[src/hdl/cspt_regs.vh]
// register offsets, field positions, reset values and timing counts of the clock control block
`ifndef CSPT_REGS_VH
`define CSPT_REGS_VH

// ------------------------------------------------------------
// register map (byte addresses on the plain register port)
// ------------------------------------------------------------
`define CSPT_ADDR_RC_TRIM      4'h0
`define CSPT_ADDR_PLL_CTRL     4'h1
`define CSPT_ADDR_CLK_STATUS   4'h2
`define CSPT_ADDR_SLEEP_CTRL   4'h3

// ------------------------------------------------------------
// field positions
// ------------------------------------------------------------
`define CSPT_TRIM_RANGE_BIT    7
`define CSPT_PLL_LOCK_BIT      0
`define CSPT_PLL_ON_BIT        1
`define CSPT_PLL_RATE_BIT      2
`define CSPT_ST_SYSREADY_BIT   0
`define CSPT_ST_FASTCLK_BIT    1
`define CSPT_ST_RCRUN_BIT      2
`define CSPT_ST_XOSCRUN_BIT    3
`define CSPT_ST_WDOGRUN_BIT    4
`define CSPT_ST_BADCFG_BIT     5

// ------------------------------------------------------------
// reset values, fuse codes and sleep mode codes
// ------------------------------------------------------------
`define CSPT_PLL_CTRL_RESET    8'h00
`define CSPT_SRC_EXT_CLK       4'h0
`define CSPT_SRC_PLL_EXT_CLK   4'h1
`define CSPT_SRC_RC            4'h2
`define CSPT_SRC_PLL_RC        4'h3
`define CSPT_SRC_PLL_EXT_OSC   4'h5
`define CSPT_SLEEP_POWER_DOWN  3'h2
`define CSPT_SLEEP_STANDBY     3'h6

// ------------------------------------------------------------
// timing: times in their own units, cycle counts derived at 100 MHz
// ------------------------------------------------------------
`define CSPT_CLK_MHZ           100
`define CSPT_LOCK_TIME_MS      100
`define CSPT_LOCK_CYCLES       (`CSPT_LOCK_TIME_MS * 1000 * `CSPT_CLK_MHZ)
`define CSPT_DLY_4MS_US        4000
`define CSPT_DLY_4P1MS_US      4100
`define CSPT_DLY_64MS_US       64000
`define CSPT_DLY_65MS_US       65000
`define CSPT_DLY_4MS_CYC       (`CSPT_DLY_4MS_US * `CSPT_CLK_MHZ)
`define CSPT_DLY_4P1MS_CYC     (`CSPT_DLY_4P1MS_US * `CSPT_CLK_MHZ)
`define CSPT_DLY_64MS_CYC      (`CSPT_DLY_64MS_US * `CSPT_CLK_MHZ)
`define CSPT_DLY_65MS_CYC      (`CSPT_DLY_65MS_US * `CSPT_CLK_MHZ)
`define CSPT_CK_6              6
`define CSPT_CK_14             14
`define CSPT_CK_1K             1024
`define CSPT_CK_16K            16384
`define CSPT_WDOG_KHZ          128
`define CSPT_WDOG_DIV          ((`CSPT_CLK_MHZ * 1000) / (2 * `CSPT_WDOG_KHZ))
`define CSPT_PLL_REF_DIV       8
`define CSPT_PLL_MULT          64

`endif

[src/hdl/cspt_clock_control.v]
// clock source selection, rc trim, pll control/status, start-up delays, clock out and watchdog clock
//
// The placing of the registers and strobed register access are this design's own decisions.
`timescale 1ns/1ns
`default_nettype none
`include "cspt_regs.vh"

// Function
// RULE1 - reset loads factory trim into trim register
// RULE2 - trim is 8-bit, writable anytime, retunes oscillator
// RULE3 - top trim bit picks low/high overlapping range
// RULE4 - low seven bits tune monotonically within range
// RULE5 - software keeps trim below 8.8 MHz during writes
// RULE6 - pll multiplies 1 MHz reference (source/8) by 64
// RULE7 - pll runs on enable bit; lock flag bit 0
// RULE8 - rate bit selects 64 or 32 MHz
// RULE9 - enabling pll also starts rc reference
// RULE10 - enable bit reads 1 when pll is system clock
// RULE11 - lock takes 100 ms; fast clock after lock
// RULE12 - pll register bits 7..3 read zero
// RULE13 - oscillators and pll off in deep sleeps
// RULE14 - pll on rc start-up delays per code
// RULE15 - pll on external oscillator start-up delays
// RULE16 - pll on external clock: 6 cycles, 11 reserved
// RULE17 - fuses 0000 select external clock input
// RULE18 - external clock delays 6 CK, 4.1/65 ms
// RULE19 - external clock changes under 2% per cycle
// RULE20 - clock-out fuse drives clock out, even in reset
// RULE21 - 128 kHz oscillator clocks the watchdog; code ticks every 390 system clocks, about 256 kHz
// RULE22 - trim above 8 MHz loses pll lock
// RULE23 - fuses 0010 select internal rc oscillator
// RULE24 - lock flag zero and cleared while disabled
module cspt_clock_control #(
	parameter [31:0] LOCK_CYCLES   = `CSPT_LOCK_CYCLES,
	parameter [31:0] DLY_4MS_CYC   = `CSPT_DLY_4MS_CYC,
	parameter [31:0] DLY_4P1MS_CYC = `CSPT_DLY_4P1MS_CYC,
	parameter [31:0] DLY_64MS_CYC  = `CSPT_DLY_64MS_CYC,
	parameter [31:0] DLY_65MS_CYC  = `CSPT_DLY_65MS_CYC,
	parameter [31:0] CK_16K        = `CSPT_CK_16K,
	parameter [7:0]  FACTORY_TRIM  = 8'h80,
	parameter [7:0]  TRIM_8MHZ_MAX = 8'hbf
) (
	input  wire        i_sys_clk,
	input  wire        i_reset,
	input  wire [3:0]  i_addr,
	input  wire [7:0]  i_wdata,
	input  wire        i_wr,
	input  wire        i_rd,
	input  wire [3:0]  i_clock_source_fuses,
	input  wire [1:0]  i_startup_delay_fuses,
	input  wire        i_clock_out_fuse,
	input  wire        i_external_clock_input,
	input  wire        i_wake,
	output reg  [7:0]  o_rdata,
	output reg  [7:0]  o_rc_trim_value,
	output reg         o_rc_run,
	output reg         o_xosc_run,
	output reg         o_pll_run,
	output reg         o_pll_rate_select,
	output reg         o_fast_peripheral_clock,
	output reg         o_sys_ready,
	output reg         o_clock_out_pin,
	output reg         o_clock_out_oe,
	output reg         o_wdog_tick
);

	// ------------------------------------------------------------
	// state encodings
	// ------------------------------------------------------------
	localparam [1:0] ST_RESET_DLY = 2'h0;
	localparam [1:0] ST_RUN       = 2'h1;
	localparam [1:0] ST_SLEEP     = 2'h2;
	localparam [1:0] ST_WAKE_DLY  = 2'h3;

	// ------------------------------------------------------------
	// registers and internal signals
	// ------------------------------------------------------------
	reg  [7:0]  rc_trim_value;
	reg         pll_turn_on;
	reg         pll_rate_select;
	reg         pll_locked_flag;
	reg  [31:0] lock_cnt;
	reg  [2:0]  sleep_mode;
	reg         sleep_req;
	reg  [1:0]  state;
	reg  [31:0] dly_cnt;
	reg         ext_s1;
	reg         ext_s2;
	reg         ext_prev;
	reg  [3:0]  fuse_src;
	reg  [1:0]  fuse_sut;
	reg         fuse_clock_out_fuse;
	reg         fuses_taken;
	reg  [15:0] wdog_cnt;
	wire        clock_out_fuse_en;
	reg  [31:0] next_dly;
	reg  [31:0] wake_dly;
	reg         bad_cfg;
	wire        pll_is_sys;
	wire        deep_sleep_state;
	wire        pll_enable_eff;
	wire        ext_edge;
	wire        ext_counted;
	wire [7:0]  pll_reg_rd;

	// pll as system source forces the enable bit on
	assign pll_is_sys = (fuse_src == `CSPT_SRC_PLL_RC) || (fuse_src == `CSPT_SRC_PLL_EXT_OSC) ||
		(fuse_src == `CSPT_SRC_PLL_EXT_CLK);                                        // [RULE10]
	assign deep_sleep_state = (state == ST_SLEEP) &&
		((sleep_mode == `CSPT_SLEEP_POWER_DOWN) || (sleep_mode == `CSPT_SLEEP_STANDBY));
	assign pll_enable_eff = (pll_turn_on | pll_is_sys) & ~deep_sleep_state;         // [RULE7] [RULE13]
	assign pll_reg_rd = {5'h00, pll_rate_select, pll_turn_on | pll_is_sys,
		pll_locked_flag};                                                            // [RULE12]
	// external clock edges, counted only when it is the source
	assign ext_edge = ext_s2 & ~ext_prev;
	assign ext_counted = (fuse_src == `CSPT_SRC_EXT_CLK) || (fuse_src == `CSPT_SRC_PLL_EXT_CLK);
	// pin strap until the fuses are captured, so clock out never drops at reset release
	assign clock_out_fuse_en = fuses_taken ? fuse_clock_out_fuse : i_clock_out_fuse;

	// ------------------------------------------------------------
	// fuse capture: straps taken on the first clock after reset release
	// ------------------------------------------------------------
	always @(posedge i_sys_clk or posedge i_reset) begin
		if (i_reset) begin
			fuse_src    <= `CSPT_SRC_RC;
			fuse_sut    <= 2'h0;
			fuse_clock_out_fuse  <= 1'b0;
			fuses_taken <= 1'b0;
		end else if (!fuses_taken) begin
			fuse_src    <= i_clock_source_fuses;                        // [RULE17] [RULE23]
			fuse_sut    <= i_startup_delay_fuses;
			fuse_clock_out_fuse  <= i_clock_out_fuse;
			fuses_taken <= 1'b1;
		end
	end

	// ------------------------------------------------------------
	// external clock pin synchroniser; the first stage feeds only the second
	// ------------------------------------------------------------
	always @(posedge i_sys_clk or posedge i_reset) begin
		if (i_reset) begin
			ext_s1   <= 1'b0;
			ext_s2   <= 1'b0;
			ext_prev <= 1'b0;
		end else begin
			ext_s1   <= i_external_clock_input;
			ext_s2   <= ext_s1;
			ext_prev <= ext_s2;
		end
	end

	// ------------------------------------------------------------
	// start-up delay tables, chosen by source code and delay code
	// ------------------------------------------------------------
	always @* begin
		next_dly = `CSPT_CK_14;
		wake_dly = `CSPT_CK_6;
		bad_cfg  = 1'b0;
		case (fuse_src)
			`CSPT_SRC_PLL_RC: begin
				wake_dly = (fuse_sut == 2'h3) ? CK_16K : `CSPT_CK_1K;           // [RULE14]
				case (fuse_sut)
					2'h1:    next_dly = `CSPT_CK_14 + DLY_4MS_CYC;
					2'h2:    next_dly = `CSPT_CK_14 + DLY_64MS_CYC;
					default: next_dly = `CSPT_CK_14;
				endcase
			end
			`CSPT_SRC_PLL_EXT_OSC: begin
				wake_dly = fuse_sut[1] ? CK_16K : `CSPT_CK_1K;                   // [RULE15]
				case (fuse_sut)
					2'h1, 2'h2: next_dly = `CSPT_CK_14 + DLY_4MS_CYC;
					2'h3:    next_dly = `CSPT_CK_14 + DLY_64MS_CYC;
					default: next_dly = `CSPT_CK_14;
				endcase
			end
			`CSPT_SRC_PLL_EXT_CLK: begin
				wake_dly = `CSPT_CK_6;                                           // [RULE16]
				bad_cfg  = (fuse_sut == 2'h3);
				case (fuse_sut)
					2'h1:    next_dly = `CSPT_CK_14 + DLY_4MS_CYC;
					2'h2:    next_dly = `CSPT_CK_14 + DLY_64MS_CYC;
					default: next_dly = `CSPT_CK_14;
				endcase
			end
			default: begin
				// external clock and rc share the 6 CK / 4.1 ms / 65 ms table
				wake_dly = `CSPT_CK_6;                                           // [RULE18]
				bad_cfg  = (fuse_sut == 2'h3);
				case (fuse_sut)
					2'h1:    next_dly = `CSPT_CK_14 + DLY_4P1MS_CYC;
					2'h2:    next_dly = `CSPT_CK_14 + DLY_65MS_CYC;
					default: next_dly = `CSPT_CK_14;
				endcase
			end
		endcase
	end

	// ------------------------------------------------------------
	// register writes
	// ------------------------------------------------------------
	always @(posedge i_sys_clk or posedge i_reset) begin
		if (i_reset) begin
			rc_trim_value   <= FACTORY_TRIM;                                     // [RULE1]
			pll_turn_on     <= 1'b0;
			pll_rate_select <= 1'b0;
			sleep_mode      <= 3'h0;
			sleep_req       <= 1'b0;
		end else begin
			sleep_req <= 1'b0;
			if (i_wr) begin
				case (i_addr)
					`CSPT_ADDR_RC_TRIM: rc_trim_value <= i_wdata;                // [RULE2]
					`CSPT_ADDR_PLL_CTRL: begin
						pll_rate_select <= i_wdata[`CSPT_PLL_RATE_BIT];          // [RULE8]
						pll_turn_on     <= i_wdata[`CSPT_PLL_ON_BIT];            // [RULE9]
					end
					`CSPT_ADDR_SLEEP_CTRL: begin
						sleep_mode <= i_wdata[3:1];
						sleep_req  <= i_wdata[0];
					end
					default: ;
				endcase
			end
		end
	end

	// ------------------------------------------------------------
	// lock detector model: counts lock time from enable; trim above 8 MHz
	// pushes the reference out of range and the loop drops lock
	// ------------------------------------------------------------
	always @(posedge i_sys_clk or posedge i_reset) begin
		if (i_reset) begin
			lock_cnt        <= 32'h0000_0000;
			pll_locked_flag <= 1'b0;
		end else if (!pll_enable_eff) begin
			lock_cnt        <= 32'h0000_0000;                                    // [RULE24]
			pll_locked_flag <= 1'b0;
		end else if ((fuse_src == `CSPT_SRC_PLL_RC || !pll_is_sys) && (rc_trim_value > TRIM_8MHZ_MAX)) begin
			lock_cnt        <= 32'h0000_0000;                                    // [RULE22]
			pll_locked_flag <= 1'b0;
		end else if (lock_cnt >= LOCK_CYCLES - 32'h1) begin
			pll_locked_flag <= 1'b1;                                             // [RULE11]
		end else begin
			lock_cnt <= lock_cnt + 32'h1;
		end
	end

	// ------------------------------------------------------------
	// start-up / sleep sequencer; external clock delays count pin edges
	// ------------------------------------------------------------
	always @(posedge i_sys_clk or posedge i_reset) begin
		if (i_reset) begin
			state   <= ST_RESET_DLY;
			dly_cnt <= 32'h0000_0000;
		end else begin
			case (state)
				ST_RESET_DLY, ST_WAKE_DLY: begin
					if (!fuses_taken) begin
						dly_cnt <= 32'h0000_0000;
					end else if (dly_cnt >= ((state == ST_RESET_DLY) ? next_dly : wake_dly) - 32'h1) begin
						state   <= ST_RUN;
						dly_cnt <= 32'h0000_0000;
					end else if (!ext_counted || ext_edge) begin
						dly_cnt <= dly_cnt + 32'h1;                                  // [RULE16] [RULE18]
					end
				end
				ST_RUN: begin
					if (sleep_req) begin
						state <= ST_SLEEP;
					end
				end
				ST_SLEEP: begin
					if (i_wake) begin
						state <= ST_WAKE_DLY;                                        // [RULE13]
					end
				end
				default: state <= ST_RESET_DLY;
			endcase
		end
	end

	// ------------------------------------------------------------
	// watchdog enable divider, one tick every 390 cycles (about 256 kHz); the system clock divider for clock out is the next block
	// ------------------------------------------------------------
	always @(posedge i_sys_clk or posedge i_reset) begin
		if (i_reset) begin
			wdog_cnt    <= 16'h0000;
			o_wdog_tick <= 1'b0;
		end else begin
			if (wdog_cnt == `CSPT_WDOG_DIV - 1) begin
				wdog_cnt    <= 16'h0000;
				o_wdog_tick <= 1'b1;                                             // [RULE21]
			end else begin
				wdog_cnt    <= wdog_cnt + 16'h0001;
				o_wdog_tick <= 1'b0;
			end
		end
	end

	// ------------------------------------------------------------
	// clock out runs during reset too, so it sits outside the reset branch
	// ------------------------------------------------------------
	always @(posedge i_sys_clk) begin
		// the pin divides itself, so it keeps toggling through reset; low while disabled
		o_clock_out_pin <= clock_out_fuse_en & ~o_clock_out_pin;                              // [RULE20]
		o_clock_out_oe  <= clock_out_fuse_en;
	end

	// ------------------------------------------------------------
	// registered outputs and read data
	// ------------------------------------------------------------
	always @(posedge i_sys_clk or posedge i_reset) begin
		if (i_reset) begin
			o_rdata                 <= 8'h00;
			o_rc_trim_value         <= FACTORY_TRIM;
			o_rc_run                <= 1'b1;
			o_xosc_run              <= 1'b0;
			o_pll_run               <= 1'b0;
			o_pll_rate_select       <= 1'b0;
			o_fast_peripheral_clock <= 1'b0;
			o_sys_ready             <= 1'b0;
		end else begin
			o_rc_trim_value   <= rc_trim_value;                                  // [RULE3] [RULE4]
			o_rc_run          <= ~deep_sleep_state & ((fuse_src == `CSPT_SRC_RC) ||
				(fuse_src == `CSPT_SRC_PLL_RC) || pll_enable_eff);                 // [RULE9] [RULE23]
			o_xosc_run        <= ~deep_sleep_state && (fuse_src == `CSPT_SRC_PLL_EXT_OSC);
			o_pll_run         <= pll_enable_eff;                                 // [RULE6]
			o_pll_rate_select <= pll_rate_select;
			o_fast_peripheral_clock <= pll_enable_eff & pll_locked_flag;         // [RULE11]
			o_sys_ready       <= (state == ST_RUN);
			o_rdata           <= 8'h00;
			if (i_rd) begin
				case (i_addr)
					`CSPT_ADDR_RC_TRIM:    o_rdata <= rc_trim_value;
					`CSPT_ADDR_PLL_CTRL:   o_rdata <= pll_reg_rd;
					`CSPT_ADDR_CLK_STATUS: o_rdata <= {2'h0, bad_cfg, 1'b1, o_xosc_run, o_rc_run,
						pll_enable_eff & pll_locked_flag, state == ST_RUN};
					`CSPT_ADDR_SLEEP_CTRL: o_rdata <= {4'h0, sleep_mode, 1'b0};
					default:               o_rdata <= 8'h00;
				endcase
			end
		end
	end

endmodule // cspt_clock_control
`default_nettype wire

[config.mk]
export PLATFORM = sky130hd
export DESIGN_NAME = cspt_clock_control
export DESIGN_NICKNAME = d
export VERILOG_FILES = /design/src/hdl/cspt_clock_control.v
export VERILOG_INCLUDE_DIRS = /design/src /design/src/hdl
export SDC_FILE = /design/constraint.sdc
export NUM_CORES = 1
export LEC_CHECK = 0
export BUFFER_PORTS_ARGS = -buffer_cell sky130_fd_sc_hd__buf_2
export CAP_MARGIN = 20
export CORE_UTILIZATION = 24
export DETAILED_ROUTE_END_ITERATION = 7
export SETUP_SLACK_MARGIN = 0.4
export SLEW_MARGIN = 20
export SYNTH_ARGS = -nofsm -noshare
export SYNTH_HDL_FRONTEND = slang
export SYNTH_SLANG_ARGS = --single-unit
[constraint.sdc]
create_clock -name i_sys_clk -period 5.3 [get_ports i_sys_clk]
set_input_delay 1.06 -clock i_sys_clk [delete_from_list [all_inputs] [get_ports i_sys_clk]]
set_output_delay 1.06 -clock i_sys_clk [all_outputs]
set_load 0.01 [all_outputs]
# ---- After elaboration in Yosys (flattened, before gate mapping)
# Cells that the tools add are included.
# W data, S select, Z words.
dict set report totals {
  reg_bits 133
  latchBits 0
  mem_bits_rw 0
  romBits 0
  input_bits 25
  out_inout_bits 25
  elab_cells 122
  memories 0
}
dict set report op_classes {
  add_sub_neg 4
  mul 0
  n_div 0
  magnitude_cmp 3
  n_eq_ne 23
  n_shift 0
  muxes 30
  bitwise_logic 9
  reduce_logical 25
}
# op n
set ops {}
lappend ops {{$mux W32} 7}
lappend ops {{$pmux W23 S2} 4}
lappend ops {{$add A32 B1 Y32 const B} 2}
lappend ops {{$ge A32 B24 Y1 const B} 1}
lappend ops {{$ge A32 B32 Y1} 1}
lappend ops {{$pmux W8 S4} 1}
lappend ops {{$sub A32 B1 Y32 const B} 1}
lappend ops {{$mux W15} 2}
lappend ops {{$pmux W15 S2} 1}
lappend ops {{$add A16 B1 Y16 const B} 1}
lappend ops {{$eq A16 B9 Y1 const B} 1}
lappend ops {{$eq A4 B2 Y1 const B} 4}
lappend ops {{$mux W16} 1}
lappend ops {{$eq A2 B2 Y1 const B} 4}
lappend ops {{$eq A4 B1 Y1 const B} 2}
lappend ops {{$gt A8 B8 Y1 const B} 1}
lappend ops {{$logic_not A4 Y1} 2}
lappend ops {{$logic_or A1 B1 Y1} 8}
lappend ops {{$mux W1} 8}
lappend ops {{$mux W2} 4}
lappend ops {{$mux W8} 1}
lappend ops {{$ne A2 B2 Y1 const B} 4}
lappend ops {{$reduce_and A2 Y1} 4}
lappend ops {{$reduce_or A2 Y1} 4}
lappend ops {{other kinds (14)} 25}

# ---- Depth between registers and ports, before layout
dict set report logic_depth {
  depth_word 10
  mapped_depth 20
  depth_no_buf 17
}

# ---- Least setup slack after synthesis
# Ideal clock, no wire load.
dict set report synth_path {
  path_type {register to register}
  from {register fuse_src[1]}
  to {register dly_cnt[15]}
  setup_ns 0.066
  t_arrival_ns 3.792
  t_required_ns 5.234
  setup_slack_ns 1.442
  stages_incl_launch_ff 17
  path_buffers 1
  period_less_slack_ns 3.858
  path_cell_list {dfstp_2 -> clkbuf_1 -> nand2_1 -> a21oi_1 -> nor2_1 -> and2_1 -> a21oi_1 -> nand4_1 -> a21boi_0 -> ha_1 -> and4_1 -> a221oi_1 -> a21oi_2 -> nor3b_2 -> nand2_2 -> or4b_1 -> nand2_1}
}
dict set report synth_via {
  elab_chain_cells 8
  elab_cells_between_ends 17
  classes_between {add/sub (1); order compare (1); eq/ne (4); mux (5); reduce/logical (6)}
}
# item line_no
set synth_lines {}
lappend synth_lines {{start, declared} cspt_clock_control.v:90} ;# reg [3:0] fuse_src;
lappend synth_lines {{start signal, assigned} cspt_clock_control.v:125} ;# fuse_src <= `CSPT_SRC_RC;
lappend synth_lines {{start signal, assigned} cspt_clock_control.v:130} ;# fuse_src <= i_clock_source_fuses;
lappend synth_lines {{$eq A4 B2 Y1 or $eq A4 B1 Y1 (tied branches)} cspt_clock_control.v:159} ;# case (fuse_src)
lappend synth_lines {{$reduce_or A2 Y1 (no line)} --}
lappend synth_lines {{$pmux W23 S2} cspt_clock_control.v:159}
lappend synth_lines {{$mux W32} cspt_clock_control.v:260} ;# end else if (dly_cnt >= ((state == ST_RESET_DLY) ? next_dly : wake_dly) - 32'h1) begin
lappend synth_lines {{$sub A32 B1 Y32} cspt_clock_control.v:260}
lappend synth_lines {{$ge A32 B32 Y1} cspt_clock_control.v:260}
lappend synth_lines {{$ne A3 B1 Y1 (no line) or $mux W32 (tied branches)} --}
lappend synth_lines {{$reduce_and A2 Y1 (no line) or $mux W32 (tied branches)} --}
lappend synth_lines {{end signal, assigned} cspt_clock_control.v:264} ;# dly_cnt <= dly_cnt + 32'h1;
lappend synth_lines {{end, declared} cspt_clock_control.v:86} ;# reg [31:0] dly_cnt;
# Parallel ways exist; a longest one is shown, timed or not.
# A chain may end at the register's enable or synchronous reset.

# ---- Final worst setup path
dict set report layout_path {
  from {register state[0]}
  to {register dly_cnt[15]}
}
dict set report layout_via {
  elab_chain_cells 6
  elab_cells_between_ends 10
  classes_between {add/sub (1); order compare (1); eq/ne (2); mux (3); reduce/logical (3)}
}
# item line_no
set layout_lines {}
lappend layout_lines {{start, declared} cspt_clock_control.v:85} ;# reg [1:0] state;
lappend layout_lines {{start signal, assigned} cspt_clock_control.v:253} ;# state <= ST_RESET_DLY;
lappend layout_lines {{start signal, assigned} cspt_clock_control.v:261} ;# state <= ST_RUN;
lappend layout_lines {{start signal, assigned} cspt_clock_control.v:269} ;# state <= ST_SLEEP;
lappend layout_lines {{$logic_not A2 Y1} {cspt_clock_control.v:256, cspt_clock_control.v:260}}
lappend layout_lines {{$mux W32} cspt_clock_control.v:260}
lappend layout_lines {{$sub A32 B1 Y32} cspt_clock_control.v:260}
lappend layout_lines {{$ge A32 B32 Y1} cspt_clock_control.v:260}
lappend layout_lines {{$ne A3 B1 Y1 (no line) or $mux W32 (tied branches)} --}
lappend layout_lines {{$reduce_and A2 Y1 (no line) or $mux W32 (tied branches)} --}
# Parallel ways exist; a longest one is shown, timed or not.

==> impl_table.tex <==
\begin{tabular}{lr}
\hline
Metric & Value \\
\hline
\multicolumn{2}{l}{\textbf{Timing}} \\
\quad Worst max-slew margin expressed relative to the limit & 40.0\% \\
\quad Setup repair after global routing missed its margin & false \\
\quad Final max-slew violation count & 0 \\
\quad Fin. Hold Viols & 0 \\
\quad Setup ws final & 0.731 ns \\
\quad Skew final & 0.00944 ns \\
\quad Final critical delay including setup and external delays & 4.57 ns \\
\quad Fmax & 219 MHz \\
\quad Share of the clock period used by the worst path & 86.2\% \\
\quad Worst Max-Slew Pin Slew & 0.901 ns \\
\quad Final setup violation count & 0 \\
\quad Setup TNS & 0 ns \\
\multicolumn{2}{l}{\textbf{Clock network}} \\
\quad Clock buffers created by TritonCTS & 17 \\
\quad TritonCTS clock tree & built \\
\quad Number of sinks on the clock net & 133 \\
\quad CTS Buffer Depth & 2 \\
\quad Latest clock arrival within the worst-skew pair & 0.43 ns \\
\quad Clock root buffer master & sky130\_fd\_sc\_hd\_\_clkbuf\_16 \\
\quad Number of buffers inserted by post-CTS setup repair & 0 \\
\quad Max H-tree Level & 4 \\
\quad Clk pin slew, worst setup/hold paths & 0.06 ns \\
\multicolumn{2}{l}{\textbf{Setup path}} \\
\quad Biggest cell delay along the critical path & 0.54 ns \\
\quad Arr. time, crit path & 4.93 ns \\
\quad Worst setup path class & reg -> reg \\
\quad Critical path capture point type & flip-flop \\
\quad Worst Setup Start Kind & flip-flop \\
\quad Critical path's slowest cell & sky130\_fd\_sc\_hd\_\_or4b\_1 \\
\quad Critical path required time & 5.66 ns \\
\quad Crit path buffers/inverters & 1 \\
\quad Top Family by Delay on Critical Path & simple AND/OR/NAND/NOR gates \\
\quad Highest fanout seen on the critical path & 17 \\
\quad Worst path cell trace & inv\_1 > ha\_1 > nand2\_1 > a21oi\_1 > nor2\_1 > and2\_1 > a21oi\_1 > nand4\_1 > a21boi\_0 > ha\_1 > and4\_1 > a221oi\_1 > a21oi\_2 > nor3b\_2 > nand2\_2 > or4b\_1 > nand2\_1 \\
\multicolumn{2}{l}{\textbf{Cells and area}} \\
\quad Final net count & 837 \\
\quad Final cell utilization of the core & 29.0\% \\
\quad Diodes inserted & 0 \\
\quad Post-layout instance count excluding filler cells & 1,165 \\
\quad P\&R area growth vs syn & 18.5\% \\
\quad Share of cells above drive strength 1 & 16.9\% \\
\multicolumn{2}{l}{\textbf{Detailed routing}} \\
\quad Post-Route WL & 15,500 microns \\
\quad Initial DRT Pass Iterations & 4 \\
\quad Routed wirelength normalized by instance count & 13.3 microns \\
\quad Total via count after detailed routing & 5,295 \\
\quad Post-route DRC & 0 \\
\quad First-iteration detailed-routing DRC count & 244 \\
\quad Via density per instance & 4.55 \\
\quad Detail Route Antenna Nets & 0 \\
\multicolumn{2}{l}{\textbf{Placement}} \\
\quad GPL Wtd Cong & 0.880 \\
\quad Half-perimeter wire length of the detailed placement result & 11,000 microns \\
\quad Placed cell count & 1,133 \\
\quad Buffers on Ports & 49 \\
\quad Placement-stage worst setup slack & 0.760 ns \\
\multicolumn{2}{l}{\textbf{Yosys}} \\
\quad Seq/Total Area, Yosys & 47.2\% \\
\quad Synthesized area & 7040 sq um \\
\quad Mean cell area of the mapped netlist & 9.96 sq um \\
\quad Number of enable-type register cells in the synthesized netlist & 0 \\
\quad Distinct cells, synth & 66 \\
\quad Most common flop cell mapped by yosys & sky130\_fd\_sc\_hd\_\_dfrtp\_1 \\
\quad Cell count after synthesis & 707 \\
\quad Register bit total from synthesis & 133 \\
\quad Async set-or-reset flop fraction in the synthesized netlist & 98.5\% \\
\quad Total of warnings raised by yosys & 0 \\
\multicolumn{2}{l}{\textbf{Global routing}} \\
\quad Via count of the first global-routing pass & 5,200 \\
\quad Gr usage total & 10.8\% \\
\quad Total congestion overflow after global routing & 0 \\
\quad Maximum number of pins on one net before global-route repair & 100 \\
\quad Antenna violations before repair & 1 \\
\quad Wire length of the first global-routing pass & 26,400 microns \\
\multicolumn{2}{l}{\textbf{Floorplan}} \\
\quad Floorplan core area & 28,800 sq um \\
\quad Die Footprint & 30,000 sq um \\
\quad Standard-cell rows & 62 \\
\quad Die Ht & 173 microns \\
\quad Io pins & 50 \\
\quad Effective utilization at floorplan & 24.5\% \\
\quad Horiz. Die Dim & 173 microns \\
\multicolumn{2}{l}{\textbf{Power and ir drop}} \\
\quad Areal power density over the cells & 309 nW/um\^{}2 \\
\quad Max VDD drop & 0.210 mV \\
\quad Static Leak & 0.00367 uW \\
\multicolumn{2}{l}{\textbf{Run status}} \\
\quad Status & complete, no violations \\
\multicolumn{2}{l}{\textbf{Hold path}} \\
\quad Class of the worst hold path & reg -> reg \\
\multicolumn{2}{l}{\textbf{Job}} \\
\quad Max-Cap Viols & 0 \\
\hline
\end{tabular}
==> placed cells by master (no fill, tap or decap), types with 5 or more instances in the layout <==
master                      count
sky130_fd_sc_hd__nor2_1        77
sky130_fd_sc_hd__o21ai_0       31
sky130_fd_sc_hd__and4_1        11
sky130_fd_sc_hd__xnor2_1       28
sky130_fd_sc_hd__nor2b_1       10
sky130_fd_sc_hd__clkinv_4       5
sky130_fd_sc_hd__o31ai_1       14
sky130_fd_sc_hd__nand2b_1       6
sky130_fd_sc_hd__a21boi_0       5
sky130_fd_sc_hd__inv_1         17
sky130_fd_sc_hd__nor4_1         5
sky130_fd_sc_hd__nand4_1       19
sky130_fd_sc_hd__buf_2         49
sky130_fd_sc_hd__dfrtp_1      127
sky130_fd_sc_hd__nor3_1        19
sky130_fd_sc_hd__mux2_2        20
sky130_fd_sc_hd__a21oi_1       32
sky130_fd_sc_hd__and2_1        18
sky130_fd_sc_hd__ha_1          44
sky130_fd_sc_hd__nand2_1       70
sky130_fd_sc_hd__xor2_1        22
sky130_fd_sc_hd__clkbuf_16     17
sky130_fd_sc_hd__inv_6          5
sky130_fd_sc_hd__conb_1         8
sky130_fd_sc_hd__and3_1        12
sky130_fd_sc_hd__nand3_1       36
==> final cells by class <==
| class | instances | area, sq um |
|---|---|---|
| Clock buffer | 17 | 425 |
| Inverter | 18 | 72.6 |
| Clock inverter | 15 | 164 |
| Multi-Input combinational cell | 545 | 3600 |
| Tap cell | 384 | 480 |
| Sequential cell | 133 | 3320 |
| Fill cell | 3006 | 20400 |
| Timing Repair Buffer | 53 | 275 |
==> power breakdown <==
group	switching [uW]	total [uW]	internal, uW
clock network	517	1180	667
logic	159	266	107
registers	48.6	1130	1080
total	724	2580	1860
==> per-layer routing <==
metal / part of all wire [%] / up-vias / GRT usage, %
li1: - / 2624 / -
met1: 49 / 2552 / 14.9
met2: 45 / 103 / 17.0
met3: 4.3 / 14 / 2.43
met4: 1.3 / 2 / 3.21
met5: 0.052 / - / 0
==> synthesized netlist by cell type, types with 4 or more instances <==
cell type / instances / share of area [%]
sky130_fd_sc_hd__nor2b_1: 10 / 0.89
sky130_fd_sc_hd__nor3_1: 19 / 1.4
sky130_fd_sc_hd__xor2_1: 22 / 2.7
sky130_fd_sc_hd__dfstp_2: 4 / 1.5
sky130_fd_sc_hd__nor4_1: 6 / 0.53
sky130_fd_sc_hd__xnor2_1: 28 / 3.5
sky130_fd_sc_hd__clkbuf_1: 13 / 0.69
sky130_fd_sc_hd__o21ai_0: 31 / 2.2
sky130_fd_sc_hd__o21a_1: 4 / 0.43
sky130_fd_sc_hd__and4_1: 11 / 1.4
sky130_fd_sc_hd__dfrtp_1: 127 / 45
sky130_fd_sc_hd__nand2b_1: 6 / 0.53
sky130_fd_sc_hd__inv_1: 18 / 0.96
sky130_fd_sc_hd__a211oi_1: 4 / 0.43
sky130_fd_sc_hd__o31ai_1: 14 / 1.5
sky130_fd_sc_hd__ha_1: 44 / 7.8
sky130_fd_sc_hd__nand3_1: 36 / 2.6
sky130_fd_sc_hd__a21o_1: 4 / 0.43
sky130_fd_sc_hd__and2_1: 18 / 1.6
sky130_fd_sc_hd__mux2_2: 20 / 3.2
sky130_fd_sc_hd__nand4_1: 19 / 1.7
sky130_fd_sc_hd__and3_1: 12 / 1.1
sky130_fd_sc_hd__nand2_1: 70 / 3.7
sky130_fd_sc_hd__a21boi_0: 5 / 0.53
sky130_fd_sc_hd__a21oi_1: 32 / 2.3
sky130_fd_sc_hd__nor2_1: 78 / 4.2
==> timing repair <==
item,4_1_cts,5_1_grt
hold buffers,0,0
setup endpoints to repair,0,14
gates resized for setup,0,1
==> through the flow <==
step | hold slack [ns] | total power [uW] | cell area [sq um]
after floorplan | 0.331 | 1320 | 7070
after global placement | 0.333 | 1410 | 7740
after detailed placement | 0.335 | 1420 | 7750
after CTS | 0.349 | 2620 | 8340
after global routing | 0.373 | 2700 | 8340
final | 0.348 | 2580 | 8340
==> cells by family (layout without fill, tap and decap cells) <==
group,count (synthesis),in the layout,share of synthesized area (%)
xor+xnor,50,50,6.22
compound gates,115,115,10.6
buf+inv,36,103,2.17
simple gates,305,305,22.1
flops,133,133,47.2
mux,23,23,3.80
fa+ha+maj,44,44,7.82
other cells,1,8,0.0533
==> registers in the layout, summed over array words and instances (netlist names), 2 cells and up <==
register         cells
fuse_sut             2
lock_cnt            32
fuse_src             4
o_rdata              8
rc_trim_value        8
sleep_mode           3
state                2
dly_cnt             32
wdog_cnt            16
o_rc_trim_value      8
==> final timing paths <==
| check | startpoint | to | slack (ns) | depth (start not counted) |
|---|---|---|---|---|
| max | state[0] | dly_cnt[15] | 0.73 | 17 |
| min | ext_s1 | ext_s2 | 0.35 | 0 |
| max reg2reg | state[0] | dly_cnt[15] | 0.73 | 17 |
| min reg2reg | ext_s1 | ext_s2 | 0.35 | 0 |
| max in group asynchronous | i_reset | o_rc_run | 3.45 | 3 |
| min in group asynchronous | i_reset | fuse_clock_out_fuse | 0.82 | 2 |
No activity file was read; power rests on OpenSTA's default activity.
